**config.mk**
```make
export PLATFORM = sky130hd
export DESIGN_NAME = swc_top
export DESIGN_NICKNAME = d
export VERILOG_FILES = /design/src/core/swc_pkg.sv /design/src/core/swc_sync.sv /design/src/core/swc_top.sv
export SDC_FILE = /design/constraint.sdc
export NUM_CORES = 1
export LEC_CHECK = 0
export ABC_AREA = 1
export BUFFER_PORTS_ARGS = -buffer_cell sky130_fd_sc_hd__buf_2
export CAP_MARGIN = 20
export CELL_PAD_IN_SITES_DETAIL_PLACEMENT = 1
export CELL_PAD_IN_SITES_GLOBAL_PLACEMENT = 1
export CORE_AREA = 3 3 105 182
export DETAILED_ROUTE_END_ITERATION = 16
export DIE_AREA = 0 0 108 185
export HOLD_SLACK_MARGIN = 0.06
export MAX_ROUTING_LAYER = met4
export PLACE_DENSITY_LB_ADDON = 0.2
export SLEW_MARGIN = 30
export SYNTH_ARGS = -nofsm -noshare
export SYNTH_HDL_FRONTEND = slang
export SYNTH_HIERARCHICAL = 1
export SYNTH_SLANG_ARGS = --single-unit
export TNS_END_PERCENT = 50
```
**constraint.sdc**
```tcl
create_clock -name mclk_i -period 1.5 [get_ports mclk_i]
set_clock_uncertainty 0.1 [all_clocks]
set_input_delay 0.075 -clock mclk_i [delete_from_list [all_inputs] [get_ports mclk_i]]
set_output_delay 0.075 -clock mclk_i [all_outputs]
set_load 0.01 [all_outputs]
```
**src/core/swc_pkg.sv**
```systemverilog
// Purpose: Shared constants and carrier types for the sleep and wake-up controller.
// Assumes: One core clock of 100 MHz; watchdog events arrive from their own oscillator.
// Notes: Register offsets are byte addresses on the plain register port.
package swc_pkg;
   // Register port widths
   localparam int unsigned ADDR_W = 16;
   localparam int unsigned DATA_W = 8;
   // Register offsets
   localparam logic [15:0] OPTION_CONTROL_OFS = 16'h0081;
   localparam logic [15:0] OPTION_CONTROL_ALT_OFS = 16'h0181;
   localparam logic [15:0] CONFIG_WORD_OFS = 16'h2007;
   localparam logic [15:0] STATUS_OFS = 16'h0003;
   localparam logic [15:0] WAKE_ENABLE_OFS = 16'h0090;
   localparam logic [15:0] WAKE_CAUSE_OFS = 16'h0091;
   // Reset values
   localparam logic [7:0] OPTION_CONTROL_RST = 8'hFF;
   localparam logic [7:0] WAKE_ENABLE_RST = 8'h00;
   localparam logic [7:0] CONFIG_WORD_DEFAULT = 8'h7F;
   // Field positions
   localparam int unsigned STATUS_PD_BIT = 3;
   localparam int unsigned STATUS_TO_BIT = 4;
   localparam int unsigned CFG_WDOG_EN_BIT = 3;
   localparam int unsigned OPT_PSA_BIT = 3;
   // Wake source indices
   localparam int unsigned WAKE_EDGE = 0;
   localparam int unsigned WAKE_PORTB = 1;
   localparam int unsigned WAKE_TMR1 = 2;
   localparam int unsigned WAKE_CAPT = 3;
   localparam int unsigned WAKE_SPEV = 4;
   localparam int unsigned WAKE_SSTP = 5;
   localparam int unsigned WAKE_SXFR = 6;
   localparam int unsigned WAKE_ADRC = 7;
   localparam int unsigned WAKE_LVD = 8;
   localparam int unsigned N_WAKE = 9;
   // Program flow
   localparam logic [12:0] IRQ_VECTOR = 13'h0004;
   // Oscillator restart settle time
   localparam int unsigned CLK_MHZ = 100;
   localparam int unsigned OSC_SETTLE_NS = 50;
   localparam int unsigned OSC_SETTLE_CYC = (OSC_SETTLE_NS * CLK_MHZ + 999) / 1000;
   localparam logic [3:0] OSC_SETTLE_CNT = 4'(OSC_SETTLE_CYC);

   typedef enum logic [2:0] {
      PWR_RUN,
      PWR_ENTER,
      PWR_SLEEP,
      PWR_SETTLE,
      PWR_RESUME
   } swc_pwr_e;

   // Wake requests from the interrupt sources
   typedef struct packed {
      logic [N_WAKE-1:0] flag;
   } swc_wake_s;

   // Core handshake toward the fetch logic
   typedef struct packed {
      logic resume;
      logic vector;
      logic [12:0] pc;
   } swc_resume_s;
endpackage : swc_pkg

```
**src/core/swc_sync.sv**
```systemverilog
// Purpose: Two flip-flop synchroniser for a bundle of asynchronous levels.
// Assumes: Inputs are levels that stay stable for several core cycles.
// Notes: The first stage is read only by the second stage.
`timescale 1ns/10ps
module swc_sync #(
   parameter int unsigned W = 1
) (
   // Clock and reset
   input wire logic mclk_i,
   input wire logic rst_n_i,
   // Data
   input wire logic [W-1:0] async_i,
   output logic [W-1:0] sync_o
);
   logic [W-1:0] meta_q;

   always_ff @(posedge mclk_i) begin
      if (!rst_n_i) begin
         meta_q <= '0;
         sync_o <= '0;
      end else begin
         meta_q <= async_i;
         sync_o <= meta_q;
      end
   end
endmodule : swc_sync

```
**src/core/swc_top.sv**
```systemverilog
// Purpose: Power-down entry, wake-up and reset-cause flags for a small microcontroller.
// Assumes: The core pulses sleep_exec_i for the sleep instruction and keeps its state
//          while core_clk_en_o is low; this block itself stays clocked throughout.
// Notes: Watchdog, reset pin and interrupt flags come from other domains and are synchronised.
`timescale 1ns/10ps
module swc_top
   import swc_pkg::*;
(
   // Clock and reset
   input wire logic mclk_i,
   input wire logic rst_n_i,
   input wire logic por_i,
   // Register port
   input wire logic [ADDR_W-1:0] reg_addr_i,
   input wire logic [DATA_W-1:0] reg_wdata_i,
   input wire logic reg_wr_i,
   input wire logic reg_rd_i,
   output logic [DATA_W-1:0] reg_rdata_o,
   // Core
   input wire logic sleep_exec_i,
   input wire logic wdog_clear_exec_i,
   input wire logic global_irq_enable_i,
   input wire logic [12:0] pc_i,
   input wire logic [7:0] config_word_i,
   output logic core_clk_en_o,
   output logic osc_drv_en_o,
   output logic [12:0] fetch_addr_o,
   output logic fetch_req_o,
   output swc_resume_s resume_o,
   output logic sleep_nop_o,
   // Asynchronous events
   input wire logic external_reset_pin_n_i,
   input wire logic wdog_timeout_i,
   input wire swc_wake_s wake_flag_i,
   // Watchdog, reset, peripheral clock and pin hold control
   output logic wdog_clear_o,
   output logic device_reset_o,
   output logic periph_clk_en_o,
   output logic io_hold_o
);
   ////////////////////////////////////////////////////////////////////////////////
   // Synchronisers
   localparam int unsigned SYNC_W = N_WAKE + 2;
   logic [SYNC_W-1:0] sync_in;
   logic [SYNC_W-1:0] sync_out;
   logic external_reset_pin_n_s;
   logic wdto_s;
   logic [N_WAKE-1:0] flag_s;

   // Pin is inverted into the synchroniser so its cleared stages read as released;
   // otherwise every reset release would show a false two-cycle pin reset
   assign sync_in = {!external_reset_pin_n_i, wdog_timeout_i, wake_flag_i.flag};

   swc_sync #(.W(SYNC_W)) u_sync (
      .mclk_i(mclk_i),
      .rst_n_i(rst_n_i),
      .async_i(sync_in),
      .sync_o(sync_out)
   );

   assign external_reset_pin_n_s = !sync_out[SYNC_W-1];
   assign wdto_s = sync_out[SYNC_W-2];
   assign flag_s = sync_out[N_WAKE-1:0];

   ////////////////////////////////////////////////////////////////////////////////
   // Registers
   logic [7:0] option_control_q;
   logic [N_WAKE-1:0] wake_en_q;
   logic timeout_flag_q;
   logic power_down_flag_q;
   logic [1:0] wake_cause_q;
   logic [7:0] status_rd;
   logic wdto_d1_q;
   logic wdto_rise;
   logic wdog_en;
   logic [N_WAKE-1:0] wake_hit;
   logic irq_pending;
   swc_pwr_e state_q;
   logic [3:0] settle_q;
   logic [12:0] sleep_pc_q;
   logic sleep_taken;

   assign wdog_en = config_word_i[CFG_WDOG_EN_BIT];
   assign wdto_rise = wdto_s && !wdto_d1_q;

   // Clock-independent sources only; the wake-enable register holds one bit per source
   generate
      for (genvar i = 0; i < N_WAKE; i++) begin : g_wake
         assign wake_hit[i] = flag_s[i] && wake_en_q[i];
      end
   endgenerate
   assign irq_pending = |wake_hit;
   // A pending enabled interrupt turns the sleep instruction into a no-op
   assign sleep_taken = sleep_exec_i && !irq_pending && state_q == PWR_RUN;

   always_ff @(posedge mclk_i) begin
      if (!rst_n_i) begin
         option_control_q <= OPTION_CONTROL_RST;
         wake_en_q <= '0;
      end else if (reg_wr_i) begin
         if (reg_addr_i == OPTION_CONTROL_OFS || reg_addr_i == OPTION_CONTROL_ALT_OFS) begin
            option_control_q <= reg_wdata_i;
         end
         if (reg_addr_i == WAKE_ENABLE_OFS) begin
            wake_en_q[7:0] <= reg_wdata_i;
         end
         if (reg_addr_i == WAKE_ENABLE_OFS + 16'h0002) begin
            wake_en_q[N_WAKE-1] <= reg_wdata_i[0];
         end
      end
   end

   always_ff @(posedge mclk_i) begin
      if (!rst_n_i) begin
         wdto_d1_q <= 1'b0;
      end else begin
         wdto_d1_q <= wdto_s;
      end
   end

   // Reset-cause flags: they survive a pin or watchdog reset; power-up and a watchdog clear preset them
   always_ff @(posedge mclk_i) begin
      if (!rst_n_i) begin
         timeout_flag_q <= 1'b1;
         power_down_flag_q <= 1'b1;
      end else if (por_i) begin
         timeout_flag_q <= 1'b1;
         power_down_flag_q <= 1'b1;
      end else if (wdto_rise && wdog_en) begin
         // A time-out and a sleep entry in the same cycle clear both flags
         timeout_flag_q <= 1'b0;
         if (sleep_taken) begin
            power_down_flag_q <= 1'b0;
         end
      end else if (sleep_taken) begin
         power_down_flag_q <= 1'b0;
         timeout_flag_q <= 1'b1;
      end else if (wdog_clear_exec_i) begin
         power_down_flag_q <= 1'b1;
         timeout_flag_q <= 1'b1;
      end
   end

   ////////////////////////////////////////////////////////////////////////////////
   // Power state machine
   always_ff @(posedge mclk_i) begin
      if (!rst_n_i) begin
         state_q <= PWR_RUN;
         settle_q <= '0;
         sleep_pc_q <= '0;
         wake_cause_q <= 2'h0;
      end else if (!external_reset_pin_n_s) begin
         state_q <= PWR_RUN;
         settle_q <= '0;
         wake_cause_q <= 2'h1;
      end else begin
         case (state_q)
            PWR_RUN: begin
               if (sleep_taken) begin
                  sleep_pc_q <= 13'(pc_i + 13'h0001);
                  state_q <= PWR_ENTER;
               end
            end
            PWR_ENTER: begin
               // The sleep instruction completes before any wake is honoured
               state_q <= PWR_SLEEP;
            end
            PWR_SLEEP: begin
               if (wdto_rise && wdog_en) begin
                  wake_cause_q <= 2'h2;
                  settle_q <= OSC_SETTLE_CNT;
                  state_q <= PWR_SETTLE;
               end else if (irq_pending) begin
                  wake_cause_q <= 2'h3;
                  settle_q <= OSC_SETTLE_CNT;
                  state_q <= PWR_SETTLE;
               end
            end
            PWR_SETTLE: begin
               if (settle_q <= 4'h1) begin
                  state_q <= PWR_RESUME;
               end else begin
                  settle_q <= settle_q - 4'h1;
               end
            end
            PWR_RESUME: begin
               state_q <= PWR_RUN;
            end
            default: begin
               state_q <= PWR_RUN;
            end
         endcase
      end
   end

   ////////////////////////////////////////////////////////////////////////////////
   // Core-facing outputs
   always_ff @(posedge mclk_i) begin
      if (!rst_n_i) begin
         core_clk_en_o <= 1'b1;
         osc_drv_en_o <= 1'b1;
         periph_clk_en_o <= 1'b1;
         io_hold_o <= 1'b0;
      end else begin
         // Clock gate and oscillator follow the state one cycle later
         core_clk_en_o <= !(state_q == PWR_ENTER || state_q == PWR_SLEEP
                            || state_q == PWR_SETTLE);
         osc_drv_en_o <= !(state_q == PWR_ENTER || state_q == PWR_SLEEP);
         // Gating peripheral clocks keeps clocked sources from raising flags
         periph_clk_en_o <= !(state_q == PWR_ENTER || state_q == PWR_SLEEP);
         // Pin latches and direction bits are frozen, not reset
         io_hold_o <= state_q == PWR_ENTER || state_q == PWR_SLEEP
                      || state_q == PWR_SETTLE;
      end
   end

   always_ff @(posedge mclk_i) begin
      if (!rst_n_i) begin
         fetch_addr_o <= '0;
         fetch_req_o <= 1'b0;
         resume_o <= '0;
         sleep_nop_o <= 1'b0;
      end else begin
         fetch_req_o <= sleep_taken;
         if (sleep_taken) begin
            fetch_addr_o <= 13'(pc_i + 13'h0001);
         end
         sleep_nop_o <= sleep_exec_i && !sleep_taken;
         resume_o.resume <= state_q == PWR_RESUME && external_reset_pin_n_s;
         resume_o.pc <= sleep_pc_q;
         // Vector only for an interrupt wake with global enable set; the core runs the
         // prefetched instruction first, then branches to the vector
         resume_o.vector <= state_q == PWR_RESUME && wake_cause_q == 2'h3 && external_reset_pin_n_s
                            && global_irq_enable_i;
      end
   end

   always_ff @(posedge mclk_i) begin
      if (!rst_n_i) begin
         wdog_clear_o <= 1'b0;
         device_reset_o <= 1'b0;
      end else begin
         // No clear when sleep degenerates into a no-op
         wdog_clear_o <= wdog_en && (sleep_taken || wdog_clear_exec_i);
         device_reset_o <= !external_reset_pin_n_s
                           || (wdto_rise && wdog_en && state_q == PWR_RUN
                               && !sleep_taken);
      end
   end

   ////////////////////////////////////////////////////////////////////////////////
   // Register read
   always_comb begin
      status_rd = 8'h00;
      status_rd[STATUS_PD_BIT] = power_down_flag_q;
      status_rd[STATUS_TO_BIT] = timeout_flag_q;
   end

   always_ff @(posedge mclk_i) begin
      if (!rst_n_i) begin
         reg_rdata_o <= '0;
      end else if (reg_rd_i) begin
         case (reg_addr_i)
            OPTION_CONTROL_OFS, OPTION_CONTROL_ALT_OFS: reg_rdata_o <= option_control_q;
            CONFIG_WORD_OFS: reg_rdata_o <= config_word_i;
            STATUS_OFS: reg_rdata_o <= status_rd;
            WAKE_ENABLE_OFS: reg_rdata_o <= wake_en_q[7:0];
            WAKE_ENABLE_OFS + 16'h0002: reg_rdata_o <= {7'h00, wake_en_q[N_WAKE-1]};
            WAKE_CAUSE_OFS: reg_rdata_o <= {6'h00, wake_cause_q};
            default: reg_rdata_o <= 8'h00;
         endcase
      end else begin
         reg_rdata_o <= 8'h00;
      end
   end
endmodule : swc_top

```
# --- After elaboration in Yosys (flattened, before gate mapping) ---
# Cells that the tools add are included.
totals:
  ff_bits: 107
  latch_bits: 0
  ram_bits: 0
  mem_bits_ro: 0
  in_bits: 64
  out_inout_bits: 44
  elab_cells: 121
  n_memories: 0
classes:
  addsub: 2
  n_mul: 0
  n_div: 0
  n_lt_le_gt_ge: 1
  eq_ne: 17
  shifts: 0
  n_mux: 20
  n_bitwise: 2
  reduce_logical: 54
op_table:
  columns: ["operator", "n"]
  rows:
  - ["== test 16 x 8 -> 1 bit (second input constant)", 4]
  - ["case mux 8 bit (6 select lines)", 1]
  - ["logical AND 1 bit", 21]
  - ["== test 16 x 14 -> 1 bit (second input constant)", 1]
  - ["== test 16 x 2 -> 1 bit (second input constant)", 1]
  - ["== test 16 x 9 -> 1 bit (second input constant)", 1]
  - ["AND reduction 2 bit", 7]
  - ["adder 13 x 1 -> 13 bit (second input constant)", 1]
  - ["two-way mux 3 bit", 4]
  - ["two-way mux 4 bit", 3]
  - ["case mux 3 bit (4 select lines)", 1]
  - ["AND reduction 3 bit", 3]
  - ["OR reduction 9 bit", 1]
  - ["two-way mux 1 bit", 8]
  - ["inequality test 2 bit (second input constant)", 4]
  - ["case mux 4 bit (2 select lines)", 1]
  - ["nonzero test 2 bit", 4]
  - ["zero test 1 bit", 7]
  - ["== test 3 x 2 -> 1 bit (second input constant)", 2]
  - ["nonzero test 3 bit", 2]
  - ["OR reduction 2 bit", 3]
  - ["logical OR 1 bit", 5]
  - ["less-or-equal comparator 4 x 1 -> 1 bit (second input constant)", 1]
  - ["two-way mux 2 bit", 2]
  - ["7 further kinds", 8]

# --- Longest topological paths before layout ---
# Gate-level depths: netlist of the first run.
depth:
  depth_word: 8
  mapped_depth: 11
  depth_no_buf: 10

# --- Cells and area by module ---
# The synthesis of the first run kept the hierarchy.
modules_own_cells:
  columns: ["mod", "instances", "cells_per_inst", "area_per_inst_um2"]
  rows:
  - ["swc_top", 1, 543, 3778.6]
  - ["swc_sync", 1, 68, 628.1]

# --- Worst setup path after synthesis of the first run ---
# Ideal clock, no wire load.
synth_timing:
  path_type: "reg2reg"
  from: "reg settle_q[0]"
  to: "reg settle_q[1]"
  arrival_time_ns: 1.296
  required_time_ns: 1.284
  setup_slack_ns: -0.012
  stages_incl_launch_ff: 9
  n_path_buf: 0
  synth_period_minus_slack_ns: 1.512
  path_cell_list: "dfxtp_1 inv_1 ha_1 o21ai_0 nor2_1 a21oi_1 nand2_1 a21oi_1 nor2_1"
synth_via:
  elab_chain_len: 3
  elab_cells_between_ends: 6
  classes_between: "add/sub: 1; order compare: 1; eq/ne: 1; mux: 2; reduce/logical: 1"
synth_rtl:
  columns: ["element", "line", "text"]
  rows:
  - ["from (decl)", "swc_top.sv:79", "logic [3:0] settle_q;"]
  - ["from (signal assigned)", "swc_top.sv:183", "settle_q <= settle_q - 4'h1;"]
  - ["subtractor 4 x 1 -> 4 bit / less-or-equal comparator 4 x 1 -> 1 bit (equally long branches)", "swc_top.sv:183, swc_top.sv:180", null]
  - ["two-way mux 4 bit / inequality test 2 bit (equally long branches)", null, null]
  - ["case mux 4 bit (2 select lines) / AND reduction 3 bit (equally long branches)", null, null]
# Parallel ways exist; a longest one is shown, timed or not. The select of a mux whose other input is x is not followed.
# A chain may end at the register's enable or synchronous reset.

# --- Final worst setup path of the first run ---
layout_timing:
  from: "reg u_sync.sync_o[2]"
  to: "reg sleep_pc_q[10]"
layout_via:
  elab_chain_len: 6
layout_rtl:
  columns: ["element", "line", "text"]
  rows:
  - ["from (decl)", "swc_sync.sv:13", "output logic [W-1:0] sync_o"]
  - ["from (signal assigned)", "swc_sync.sv:23", "sync_o <= meta_q;"]
  - ["logical AND 1 bit", "swc_top.sv:89", "assign wake_hit[i] = flag_s[i] && wake_en_q[i];"]
  - ["OR reduction 9 bit", "swc_top.sv:92", "assign irq_pending = |wake_hit;"]
  - ["zero test 1 bit", "swc_top.sv:94", "assign sleep_taken = sleep_exec_i && !irq_pending && state_q == PWR_RUN;"]
  - ["logical AND 1 bit (2 in series)", "swc_top.sv:94", null]
  - ["AND reduction 3 bit (no source line)", null, null]
  - ["to (signal assigned)", "swc_top.sv:160", "sleep_pc_q <= 13'(pc_i + 13'h0001);"]
  - ["to (decl)", "swc_top.sv:80", "logic [12:0] sleep_pc_q;"]
# No other way between the ends.

==> run summary, run 1 <==
GRT overflow: 0
layout net count: 884
Power Dens Cells: 1030 mW/mm²
Pre-antenna DRT Iters: 4
clock sinks: 107
met2 Track Usage GR: 0.309
# DRC: 0
Hold Path Class: in -> reg
Die Ht: 185 µm
Total Wirelength: 15,000 µm
Worst EP required: 1.64 ns
leakage: 0.00338 µW
final HPWL from detailed placement: 11,300 µm
overall power: 6860 µW
row count: 64
final number of setup-violating endpoints: 7
CP Class: reg -> reg
Area Growth Syn to Fin: 51.4%
EDFF count, synth: 0
TritonCTS clock tree: built
fmax: 655 MHz
Max clock buf depth: 2
Seq/Total Area, Yosys: 0.486
Crit. End Element: flip-flop
crit start category: flip-flop
worst path cell trace: nand2_2, buf_6, nand2_2, nor2_2, nand2_2, nor2_4, nand4_4, clkbuf_16, nor2_1, nor2_1
min cycle time layout: 1.53 ns
Final ANT Viol Nets: 0
cell taking the most area after synthesis: dfxtp_1
met3 usage: 0.0227
final worst slack: -0.0259 ns
Final GP Congestion: 0.830
vias in the first global route: 4,857
most common cell type on the critical path: nand2_2
via/cell ratio: 4.29
Crit-path slowest cell: dfxtp_2
flops & latches, synth: 107
violated checks: setup timing
initial cell density of the core: 0.249
Synth Instances: 611
die area: 0.0200 mm²
H-tree depth: 3
width of the die: 108 µm
ranking of synthesized cells by area: dfxtp_1 49%, nand2_1 14%, inv_1 7.8%
RSZ-0062 raised after global routing: true
Tightest Pin Transition: 0.334 ns
# diodes: 0
Total GRT Usage: 0.150
Max rail drop VDD: 0.705 mV
outcome: complete, but fails checks
Synth Cell Area: 0.00441 mm²
largest net degree at the start of global routing: 26
max_cap viols: 0
Top FF cell, synth: dfxtp_1
ys async rst share: 0
Syn Nets: 678
CP Data Arrival Time: 1.67 ns
DP Area: 0.00553 mm²
CP max FO: 7
first-pass GRT wire length: 22,900 µm
Top Usage Layer GRT: met2
Core Region: 0.0177 mm²
hold path depth: 5
initial antenna violation count: 0
DR vias: 4,521
# IOs: 108
most frequent cell after synthesis: nand2_1
max incr delay on CP: 0.33 ns
Post-Syn Area per Cell: 7.21 µm²
Root Driver: clkbuf_16
DRT iter0 DRCs: 144
CTS Buf Count: 9
period utilisation layout: 1.02
I/O Buffers: 107
top post-synthesis cells by count: 163 x nand2_1, 107 x dfxtp_1, 92 x inv_1
Clock Latency Late Sink: 0.34 ns
R2R depth: 10
Netlist cell types: 26
DR WL/cell: 14.3 µm
synth warn: 6
fin area: 0.00667 mm²
met1 Usage GRT: 0.137
fin. max-slew vios: 0
Fin. Hold Viols: 0
Rel. slew slack: 0.776
clock slew at reported path FFs: 0.08 ns
post-synth top area share: 0.486
share of layout cells above drive strength 1: 0.324
-- worst max-delay path, delay by kind of cell, from the launching register on --
family,cells,cell delay [ns]
buffers and inverters,2,0.30
DFF,1,0.33
and+or+nand+nor,8,0.68
-- flip-flops by register name, indices dropped and copies added (netlist names), 2 cells and up --
name and count:
u_sync/sync_o 11, fetch_addr_o 13, settle_q 4, sleep_pc_q 13, u_sync/meta_q 11, option_control_q 8
wake_cause_q 2, reg_rdata_o 8, state_q 3, resume_o 15, wake_en_q 9
-- routing by layer --
layer,share of wire,routed length [µm],vias to the layer above
met1,0.35,5320,2160
met3,0.024,364,13
met2,0.61,9130,63
met4,0.015,226,0
li1,-,-,2285
met5,0,0,-
-- kinds of logic (layout without fill, tap and decap cells) --
kind of cell    after synthesis  count (layout)  synth area share
xor+xnor                     11              11            0.0219
fa+ha+maj                     3               3           0.00852
simple gates                331             331             0.323
flops                       107             107             0.486
compound gates               49              49            0.0559
buf+inv                     110             321             0.104
-- cells in the final DEF, fill, tap and decap left out, types with 2 or more instances in the layout --
master,count
a21oi_1,23
a21oi_2,8
buf_12,6
buf_2,107
buf_4,44
buf_6,4
clkbuf_16,10
clkinv_2,2
dfxtp_1,97
dfxtp_2,10
dlygate4sd3_1,46
inv_1,88
inv_2,6
inv_6,2
nand2_1,134
nand2_2,25
nand2_4,6
nand3_1,45
nand3_2,3
nand4_1,10
nor2_1,76
nor2_2,14
nor2_4,10
nor3_1,5
o21ai_0,16
xnor2_1,2
xor2_1,9
-- power breakdown --
part / switching, µW / internal [µW] / leakage [µW]
clock network: 1070 / 1180 / 0.000136
registers: 116 / 3040 / 0.000880
logic: 763 / 686 / 0.00236
total: 1950 / 4910 / 0.00338
-- path summary, 6_finish.rpt --
kind                                from                     endpoint  slack (ns)
max          u_sync/sync_o[2]$_SDFF_PN0_  sleep_pc_q[10]$_SDFFE_PN0P_       -0.03
min                             reg_rd_i    reg_rdata_o[2]$_SDFF_PN0_        0.07
max reg2reg  u_sync/sync_o[2]$_SDFF_PN0_  sleep_pc_q[10]$_SDFFE_PN0P_       -0.03
min reg2reg  u_sync/meta_q[7]$_SDFF_PN0_  u_sync/sync_o[7]$_SDFF_PN0_        0.31
-- repair_timing --
item | 4_1_cts | 5_1_grt
setup buffers | 4 | 5
cloned | 0 | 2
endpoints found under the setup margin | 35 | 41
endpoints found under the hold margin | 51 | 0
pin swaps | 7 | 13
hold buffers | 47 | 0
gates resized for setup | 20 | 73
-- area by class of cell --
cell class	count	area (µm²)
multi-input cells	394	2050
clock inverters	5	35.0
repair buffers	210	1540
inverters	95	357
well taps	231	289
flip-flops and latches	107	2150
clock buffers	11	243
fillers	2197	11000
-- through the flow --
step | hold WS [ns] | cells | util | setup slack [ns] | TNS, ns
after floorplan | 0.0685 | 611 | - | 0.0593 | 0
after global placement | 0.168 | 979 | 0.312 | -0.0453 | -0.332
after detailed placement | 0.174 | 979 | 0.312 | -0.209 | -2.87
after CTS | 0.0638 | 1046 | 0.360 | -0.0821 | -0.451
after global routing | 0.0918 | 1053 | 0.377 | -0.137 | -1.98
final | 0.0662 | 1053 | 0.377 | -0.0259 | -0.110
Note: power is estimated with default switching activity, not from simulation.
==> run 2: changes to the inputs <==
--- a/config.mk
+++ b/config.mk
@@ -10,15 +10,16 @@
 export CAP_MARGIN = 20
 export CELL_PAD_IN_SITES_DETAIL_PLACEMENT = 1
 export CELL_PAD_IN_SITES_GLOBAL_PLACEMENT = 1
-export CORE_AREA = 3 3 105 182
+export CORE_AREA = 3 3 104 181
+export CTS_BUF_LIST = sky130_fd_sc_hd__clkbuf_4
+export CTS_CLUSTER_SIZE = 28
 export DETAILED_ROUTE_END_ITERATION = 16
-export DIE_AREA = 0 0 108 185
+export DIE_AREA = 0 0 107 184
 export HOLD_SLACK_MARGIN = 0.06
 export MAX_ROUTING_LAYER = met4
 export PLACE_DENSITY_LB_ADDON = 0.2
 export SLEW_MARGIN = 30
 export SYNTH_ARGS = -nofsm -noshare
 export SYNTH_HDL_FRONTEND = slang
-export SYNTH_HIERARCHICAL = 1
 export SYNTH_SLANG_ARGS = --single-unit
 export TNS_END_PERCENT = 50
==> run 2 against run 1 <==
The flow still finishes with violations (setup timing). Sequential share of layout area up 0.35 points. Count of clock-buffer cells in the layout unchanged. Global-route usage about the same. Setup slack better by 0.015 ns. Clock power down 38%. Critical path depth down 1. First-iteration DRC count down 51%. Non-clock buffer count up 27. Design area down 1.1%. Power down 17%. Core utilization down 0.062 points. Register-to-register slack better by 0.02 ns. Largest power group unchanged.
==> run summary, run 2 <==
outcome: complete, but fails checks (unchanged)
violated checks: setup timing (unchanged)
EDFF count, synth: 0 (unchanged)
max_cap viols: 0 (unchanged)
CTS Buf Count: 9 (unchanged)
final worst slack: -0.0107 ns (was -0.0259 ns)
overall power: 5700 µW (was 6860 µW)
CP Class: reg -> reg (unchanged)
most frequent cell after synthesis: nand2_1 (unchanged)
ranking of synthesized cells by area: dfxtp_1 49%, nand2_1 14%, inv_1 6.9% (was dfxtp_1 49%, nand2_1 14%, inv_1 7.8%)
via/cell ratio: 4.25 (was 4.29)
max incr delay on CP: 0.36 ns (was 0.33 ns)
Fin. Hold Viols: 0 (unchanged)
# DRC: 0 (unchanged)
ys async rst share: 0 (unchanged)
Rel. slew slack: 0.565 (was 0.776)
CP delay by family, top: simple AND/OR/NAND/NOR gates (unchanged)
RSZ-0062 raised after global routing: true (unchanged)
Syn Nets: 657 (was 678)
vias in the first global route: 4,770 (was 4,857)
I/O Buffers: 107 (unchanged)
initial antenna violation count: 1 (was 0)
Top reg by flops: resume_o (unchanged)
DR vias: 4,493 (was 4,521)
Largest regs: resume_o x15, fetch_addr_o x13, sleep_pc_q x13 (unchanged)
Core Region: 0.0175 mm² (was 0.0177 mm²)
worst path cell trace: nand2_2, nand2_2, nor2_4, nand3_2, nor2_4, buf_12, nand3b_1, nand2_1, nor2_1 (was nand2_2, buf_6, nand2_2, nor2_2, nand2_2, nor2_4, nand4_4, clkbuf_16, nor2_1, nor2_1)
final HPWL from detailed placement: 10,100 µm (was 11,300 µm)
row count: 64 (unchanged)
min cycle time layout: 1.51 ns (was 1.53 ns)
Pre-antenna DRT Iters: 4 (unchanged)
initial cell density of the core: 0.248 (was 0.249)
post-synth top area share: 0.493 (was 0.486)
die area: 0.0197 mm² (was 0.0200 mm²)
CP Data Arrival Time: 1.80 ns (was 1.67 ns)
clock slew at reported path FFs: 0.17 ns (was 0.08 ns)
Crit. End Element: flip-flop (unchanged)
H-tree depth: 3 (unchanged)
leakage: 0.00320 µW (was 0.00338 µW)
Synth Cell Area: 0.00435 mm² (was 0.00441 mm²)
final number of setup-violating endpoints: 1 (was 7)
Die Ht: 184 µm (was 185 µm)
Worst EP required: 1.79 ns (was 1.64 ns)
DRT iter0 DRCs: 70 (was 144)
most common cell after layout, fill and taps aside: nand2_1 (unchanged)
Area Growth Syn to Fin: 51.9% (was 51.4%)
flops & latches, synth: 107 (unchanged)
cell taking the most area after synthesis: dfxtp_1 (unchanged)
largest net degree at the start of global routing: 37 (was 26)
Max clock buf depth: 2 (unchanged)
Post-Syn Area per Cell: 7.37 µm² (was 7.21 µm²)
Netlist cell types: 28 (was 26)
period utilisation layout: 1.01 (was 1.02)
clock sinks: 107 (unchanged)
R2R depth: 9 (was 10)
Hold Path Class: in -> reg (unchanged)
FILL cells: 2,172 (was 2,197)
DR WL/cell: 13.4 µm (was 14.3 µm)
Crit-path slowest cell: dfxtp_2 (unchanged)
Worst R2R Setup Slack: -0.01 ns (was -0.03 ns)
hold path depth: 6 (was 5)
TritonCTS clock tree: built (unchanged)
# IOs: 108 (unchanged)
width of the die: 107 µm (was 108 µm)
Worst Hold Path EP: fetch_addr_o[3]$_SDFFE_PN0P_ (was reg_rdata_o[2]$_SDFF_PN0_)
Synth Instances: 590 (was 611)
max reg flops: 15 (unchanged)
Max rail drop VDD: 0.364 mV (was 0.705 mV)
R2R Path End: sleep_pc_q[7]$_SDFFE_PN0P_ (was sleep_pc_q[10]$_SDFFE_PN0P_)
Final ANT Viol Nets: 0 (unchanged)
Clock Latency Late Sink: 0.46 ns (was 0.34 ns)
crit start category: flip-flop (unchanged)
synth warn: 0 (was 6)
first-pass GRT wire length: 22,800 µm (was 22,900 µm)
most frequent cells in the layout: 149 x nand2_1, 107 x buf_2, 97 x dfxtp_1, 97 x dlygate4sd3_1, 79 x inv_1 (was 134 x nand2_1, 107 x buf_2, 97 x dfxtp_1)
Top FF cell, synth: dfxtp_1 (unchanged)
top post-synthesis cells by count: 158 x nand2_1, 107 x dfxtp_1, 80 x inv_1 (was 163 x nand2_1, 107 x dfxtp_1, 92 x inv_1)
Seq/Total Area, Yosys: 0.493 (was 0.486)
Total GRT Usage: 0.150 (about the same)
layout net count: 888 (was 884)
Total Wirelength: 14,200 µm (was 15,000 µm)
hold path startpoint: pc_i[0] (was reg_rd_i)
Root Driver: clkbuf_4 (was clkbuf_16)
Tightest Pin Transition: 0.651 ns (was 0.334 ns)
share of layout cells above drive strength 1: 0.265 (was 0.324)
fmax: 662 MHz (was 655 MHz)
Power Dens Cells: 863 mW/mm² (was 1030 mW/mm²)
Final GP Congestion: 0.792 (was 0.830)
GRT overflow: 0 (unchanged)
RR Startpoint: wake_en_q[6]$_SDFFE_PN0P_ (was u_sync/sync_o[2]$_SDFF_PN0_)
WP buf/inv: 1 (was 2)
CP max FO: 13 (was 7)
pre-CTS WS: -0.0920 ns (was -0.209 ns)
fin. max-slew vios: 0 (unchanged)
-- run 2: power breakdown --
part	internal (µW)	switching (µW)	leakage (µW)
Clock	388	1000	0.0000610
Sequential	3020	80.7	0.000879
Combinational	572	627	0.00226
Total	3980	1710	0.00320
-- run 2: kinds of logic (layout without fill, tap and decap cells) --
kind of cell             count (synthesis)  count (layout)  share of synthesized area
adder cells (fa/ha/maj)                  3               3                    0.00864
XOR/XNOR                                10              10                     0.0202
buffers and inverters                  100             336                     0.0919
AO/OA/AOI/OAI                           62              62                     0.0726
AND/OR/NAND/NOR                        308             308                      0.314
flip-flops                             107             107                      0.493
other                                    0               1                          0
-- run 2: worst max path at each step --
stage / from / endpoint / slack, ns / depth (start not counted)
global route: wake_en_q[6]$_SDFFE_PN0P_ / settle_q[3]$_SDFFE_PP0P_ / -0.14 / 8
finish: wake_en_q[6]$_SDFFE_PN0P_ / sleep_pc_q[7]$_SDFFE_PN0P_ / -0.01 / 9
CTS: wake_en_q[6]$_SDFFE_PN0P_ / settle_q[3]$_SDFFE_PP0P_ / -0.03 / 8
detailed placement: settle_q[0]$_SDFFE_PP0P_ / settle_q[1]$_SDFFE_PP0P_ / -0.09 / 8
global placement: wake_en_q[7]$_SDFFE_PN0P_ / sleep_pc_q[3]$_SDFFE_PN0P_ / 0.003 / 9
floorplan: settle_q[0]$_SDFFE_PP0P_ / settle_q[1]$_SDFFE_PP0P_ / 0.05 / 8
-- run 2: area by class of cell --
| cell class | count | area, µm² | share of cell area |
|---|---|---|---|
| clock buffer | 11 | 82.6 | 0.0125 |
| sequential | 107 | 2150 | 0.326 |
| multi-input combinational | 383 | 1910 | 0.289 |
| inverter | 83 | 312 | 0.0472 |
| tap | 231 | 289 | 0.0438 |
| timing repair buffer | 237 | 1810 | 0.274 |
| clock inverter | 5 | 38.8 | 0.00588 |
| antenna | 1 | 2.50 | 0.000379 |
-- run 2: worst reg2reg max path, delay by kind of cell (launching register included) --
kind | cells | cell delay [ns]
buffers and inverters | 1 | 0.15
flip-flops | 1 | 0.36
AND/OR/NAND/NOR | 8 | 0.82
-- run 2: per-layer routing --
| metal | global-route usage | up-vias | wire length (µm) |
|---|---|---|---|
| met5 | - | - | 0 |
| met4 | 0.0517 | 0 | 282 |
| met3 | 0.0221 | 14 | 415 |
| met2 | 0.282 | 87 | 7710 |
| met1 | 0.157 | 2099 | 5820 |
| li1 | - | 2293 | - |
-- run 2: what timing repair did --
| item | in CTS | in global routing |
|---|---|---|
| buffers inserted | 1 | 0 |
| gates resized for setup | 17 | 30 |
| endpoints found under the hold margin | 97 | 11 |
| hold buffers | 97 | 2 |
| pin swaps | 4 | 6 |
| endpoints found under the setup margin | 18 | 57 |
-- run 2: stage by stage --
step	TNS (ns)	util	area (µm²)	instances	hold WS, ns
2_1_floorplan	0	-	4350	590	0.0474
3_3_place_gp	0	0.305	5350	942	0.154
3_5_place_dp	-0.320	0.305	5350	942	0.163
4_1_cts	-0.110	0.371	6500	1056	0.0623
5_1_grt	-2.64	0.376	6600	1058	0.0839
6_report	-0.0107	0.376	6600	1058	0.102
==> run 3: changes to the inputs <==
--- a/config.mk
+++ b/config.mk
@@ -7,17 +7,17 @@
 export LEC_CHECK = 0
 export ABC_AREA = 1
 export BUFFER_PORTS_ARGS = -buffer_cell sky130_fd_sc_hd__buf_2
-export CAP_MARGIN = 20
 export CELL_PAD_IN_SITES_DETAIL_PLACEMENT = 1
 export CELL_PAD_IN_SITES_GLOBAL_PLACEMENT = 1
-export CORE_AREA = 3 3 104 181
+export CORE_AREA = 3 3 89 154
 export CTS_BUF_LIST = sky130_fd_sc_hd__clkbuf_4
 export CTS_CLUSTER_SIZE = 28
 export DETAILED_ROUTE_END_ITERATION = 16
-export DIE_AREA = 0 0 107 184
+export DIE_AREA = 0 0 92 157
 export HOLD_SLACK_MARGIN = 0.06
 export MAX_ROUTING_LAYER = met4
 export PLACE_DENSITY_LB_ADDON = 0.2
+export SKIP_LAST_GASP = 1
 export SLEW_MARGIN = 30
 export SYNTH_ARGS = -nofsm -noshare
 export SYNTH_HDL_FRONTEND = slang
==> run 3 against run 2 <==
The run still ends with setup timing left. Routed wire length rose by 5.0%. Register-to-register slack lost 0.04 ns. First-iteration DRC count increased by 150%. Non-clock buffer count is 11 lower. Sequential cell count is the same. Sequential share of layout area rose by 0.74 points. Critical path depth fell by 1. Via count grew 2.3%. Die area is 27% lower. Power up 1.0%.
==> run summary, run 3 (synthesized netlist as in run 2, its figures left out) <==
initial cell density of the core: 0.346 (was 0.248)
Largest regs: resume_o x15, fetch_addr_o x13, sleep_pc_q x13 (unchanged)
max reg flops: 15 (unchanged)
Hold Path Class: in -> reg (unchanged)
multi-input logic area: 0.00197 mm² (was 0.00191 mm²)
crit start category: flip-flop (unchanged)
Flop pwr share: 0.541 (was 0.545)
Crit. End Element: flip-flop (unchanged)
CP max FO: 6 (was 13)
# IOs: 108 (unchanged)
sequential cell area: 0.00216 mm² (was 0.00215 mm²)
largest net degree at the start of global routing: 46 (was 37)
CTS Buf Count: 9 (unchanged)
Die Ht: 157 µm (was 184 µm)
CP Class: reg -> reg (unchanged)
Final Core Density: 0.514 (was 0.376)
Final GP Congestion: 0.848 (was 0.792)
clock sinks: 107 (unchanged)
RSZ-0062 raised after global routing: true (unchanged)
Rel. slew slack: 0.666 (was 0.565)
Power Dens Cells: 891 mW/mm² (was 863 mW/mm²)
fin area: 0.00646 mm² (was 0.00660 mm²)
via/cell ratio: 4.67 (was 4.25)
Pre-antenna DRT Iters: 4 (unchanged)
combinational fraction of design power: 0.211 (was 0.210)
Clock Latency Late Sink: 0.47 ns (was 0.46 ns)
min cycle time layout: 1.55 ns (was 1.51 ns)
FILL cells: 1,588 (was 2,172)
width of the die: 92 µm (was 107 µm)
share of layout cells above drive strength 1: 0.294 (was 0.265)
sw power: 1770 µW (was 1710 µW)
switching share of power: 0.307 (was 0.301)
DR WL/cell: 15.2 µm (was 13.4 µm)
violated checks: setup timing (unchanged)
Clock Power Share: 0.248 (was 0.244)
met3 usage: 0.0316 (was 0.0221)
Max rail drop VDD: 0.485 mV (was 0.364 mV)
most frequent cells in the layout: 145 x nand2_1, 107 x buf_2, 95 x dfxtp_1 (was 149 x nand2_1, 107 x buf_2, 97 x dfxtp_1, 97 x dlygate4sd3_1, 79 x inv_1)
period utilisation layout: 1.04 (was 1.01)
pre-CTS WS: -0.146 ns (was -0.0920 ns)
Root Driver: clkbuf_4 (unchanged)
met2 Track Usage GR: 0.429 (was 0.282)
Tightest Pin Transition: 0.500 ns (was 0.651 ns)
Max clock buf depth: 2 (unchanged)
TritonCTS clock tree: built (unchanged)
max_cap viols: 0 (unchanged)
leakage: 0.00320 µW (about the same)
final worst slack: -0.0533 ns (was -0.0107 ns)
Top reg by flops: resume_o (unchanged)
DP Area: 0.00527 mm² (was 0.00535 mm²)
I/O Buffers: 107 (unchanged)
Top Usage Layer GRT: met2 (unchanged)
fmax: 644 MHz (was 662 MHz)
# DRC: 0 (unchanged)
Fin. Hold Viols: 0 (unchanged)
Final ANT Viol Nets: 0 (unchanged)
Worst EP required: 1.82 ns (was 1.79 ns)
Total GRT Usage: 0.213 (was 0.150)
Worst R2R Setup Slack: -0.05 ns (was -0.01 ns)
layout net count: 877 (was 888)
clock slew at reported path FFs: 0.18 ns (was 0.17 ns)
initial antenna violation count: 1 (unchanged)
setup TNS: -0.505 ns (was -0.0107 ns)
first-pass GRT wire length: 23,700 µm (was 22,800 µm)
Total Wirelength: 14,900 µm (was 14,200 µm)
GRT overflow: 0 (unchanged)
vias in the first global route: 5,044 (was 4,770)
fin. max-slew vios: 0 (unchanged)
H-tree depth: 3 (unchanged)
final number of setup-violating endpoints: 20 (was 1)
die area: 0.0144 mm² (was 0.0197 mm²)
Int Pwr: 3990 µW (was 3980 µW)
CP Data Arrival Time: 1.87 ns (was 1.80 ns)
outcome: complete, but fails checks (unchanged)
Area Growth Syn to Fin: 48.7% (was 51.9%)
met1 Usage GRT: 0.200 (was 0.157)
DRT iter0 DRCs: 172 (was 70)
DR vias: 4,595 (was 4,493)
final HPWL from detailed placement: 9950 µm (was 10,100 µm)
Core Region: 0.0126 mm² (was 0.0175 mm²)
most common cell after layout, fill and taps aside: nand2_1 (unchanged)
row count: 54 (was 64)
## run 3: metal layers
metal	up-vias	wire length, µm
li1	2272	-
met1	2203	5470
met2	98	8660
met3	22	439
met4	0	363
met5	-	0
## run 3: cell type report
class	instances	share of cell area
clock buffer	10	0.0116
tap	168	0.0325
antenna	1	0.000387
sequential	107	0.334
multi-input combinational	383	0.304
timing repair buffer	226	0.261
clock inverter	6	0.00833
inverter	83	0.0486
## run 3: path summary, 6_finish.rpt
check | startpoint | end | cells past startpoint
hold / removal | reg_addr_i[5] | wake_en_q[6]$_SDFFE_PN0P_ | 5
setup reg to reg | wake_en_q[1]$_SDFFE_PN0P_ | sleep_pc_q[4]$_SDFFE_PN0P_ | 8
setup / recovery | wake_en_q[1]$_SDFFE_PN0P_ | sleep_pc_q[4]$_SDFFE_PN0P_ | 8
hold reg to reg | u_sync.meta_q[10]$_SDFF_PN0_ | u_sync.sync_o[10]$_SDFF_PN0_ | 2
## run 3: critical path, cell delays in order, from the launching register on
cell and delay (ns):
dfxtp_2 0.36, nand2_2 0.06, nand3_2 0.09, nor2_4 0.19, nand3_4 0.11, nor2_4 0.20, buf_4 0.16, nand3_1 0.09
a21oi_2 0.15
## run 3: per-stage QoR
stage	hold slack, ns	cells	total power (µW)
2_1_floorplan	0.0474	590	3670
3_3_place_gp	0.153	880	4100
3_5_place_dp	0.153	880	4140
4_1_cts	0.0689	979	5710
5_1_grt	0.0763	984	6080
6_report	0.0972	984	5760
## run 3: repair_timing
action | in CTS | in global routing
pin swaps | 7 | 11
resized for setup | 18 | 49
hold buffers | 79 | 0
buffers inserted | 4 | 3
endpoints found under the setup margin | 31 | 45
cloned | 0 | 1
endpoints found under the hold margin | 100 | 0
## run 3: power by group through the flow
| stage | logic, µW | clock network [µW] | registers, µW |
|---|---|---|---|
| floorplan | 481 | 0 | 3190 |
| global placement | 938 | 0 | 3160 |
| detailed placement | 971 | 0 | 3170 |
| CTS | 1130 | 1470 | 3110 |
| global route | 1350 | 1590 | 3130 |
| finish | 1210 | 1430 | 3110 |
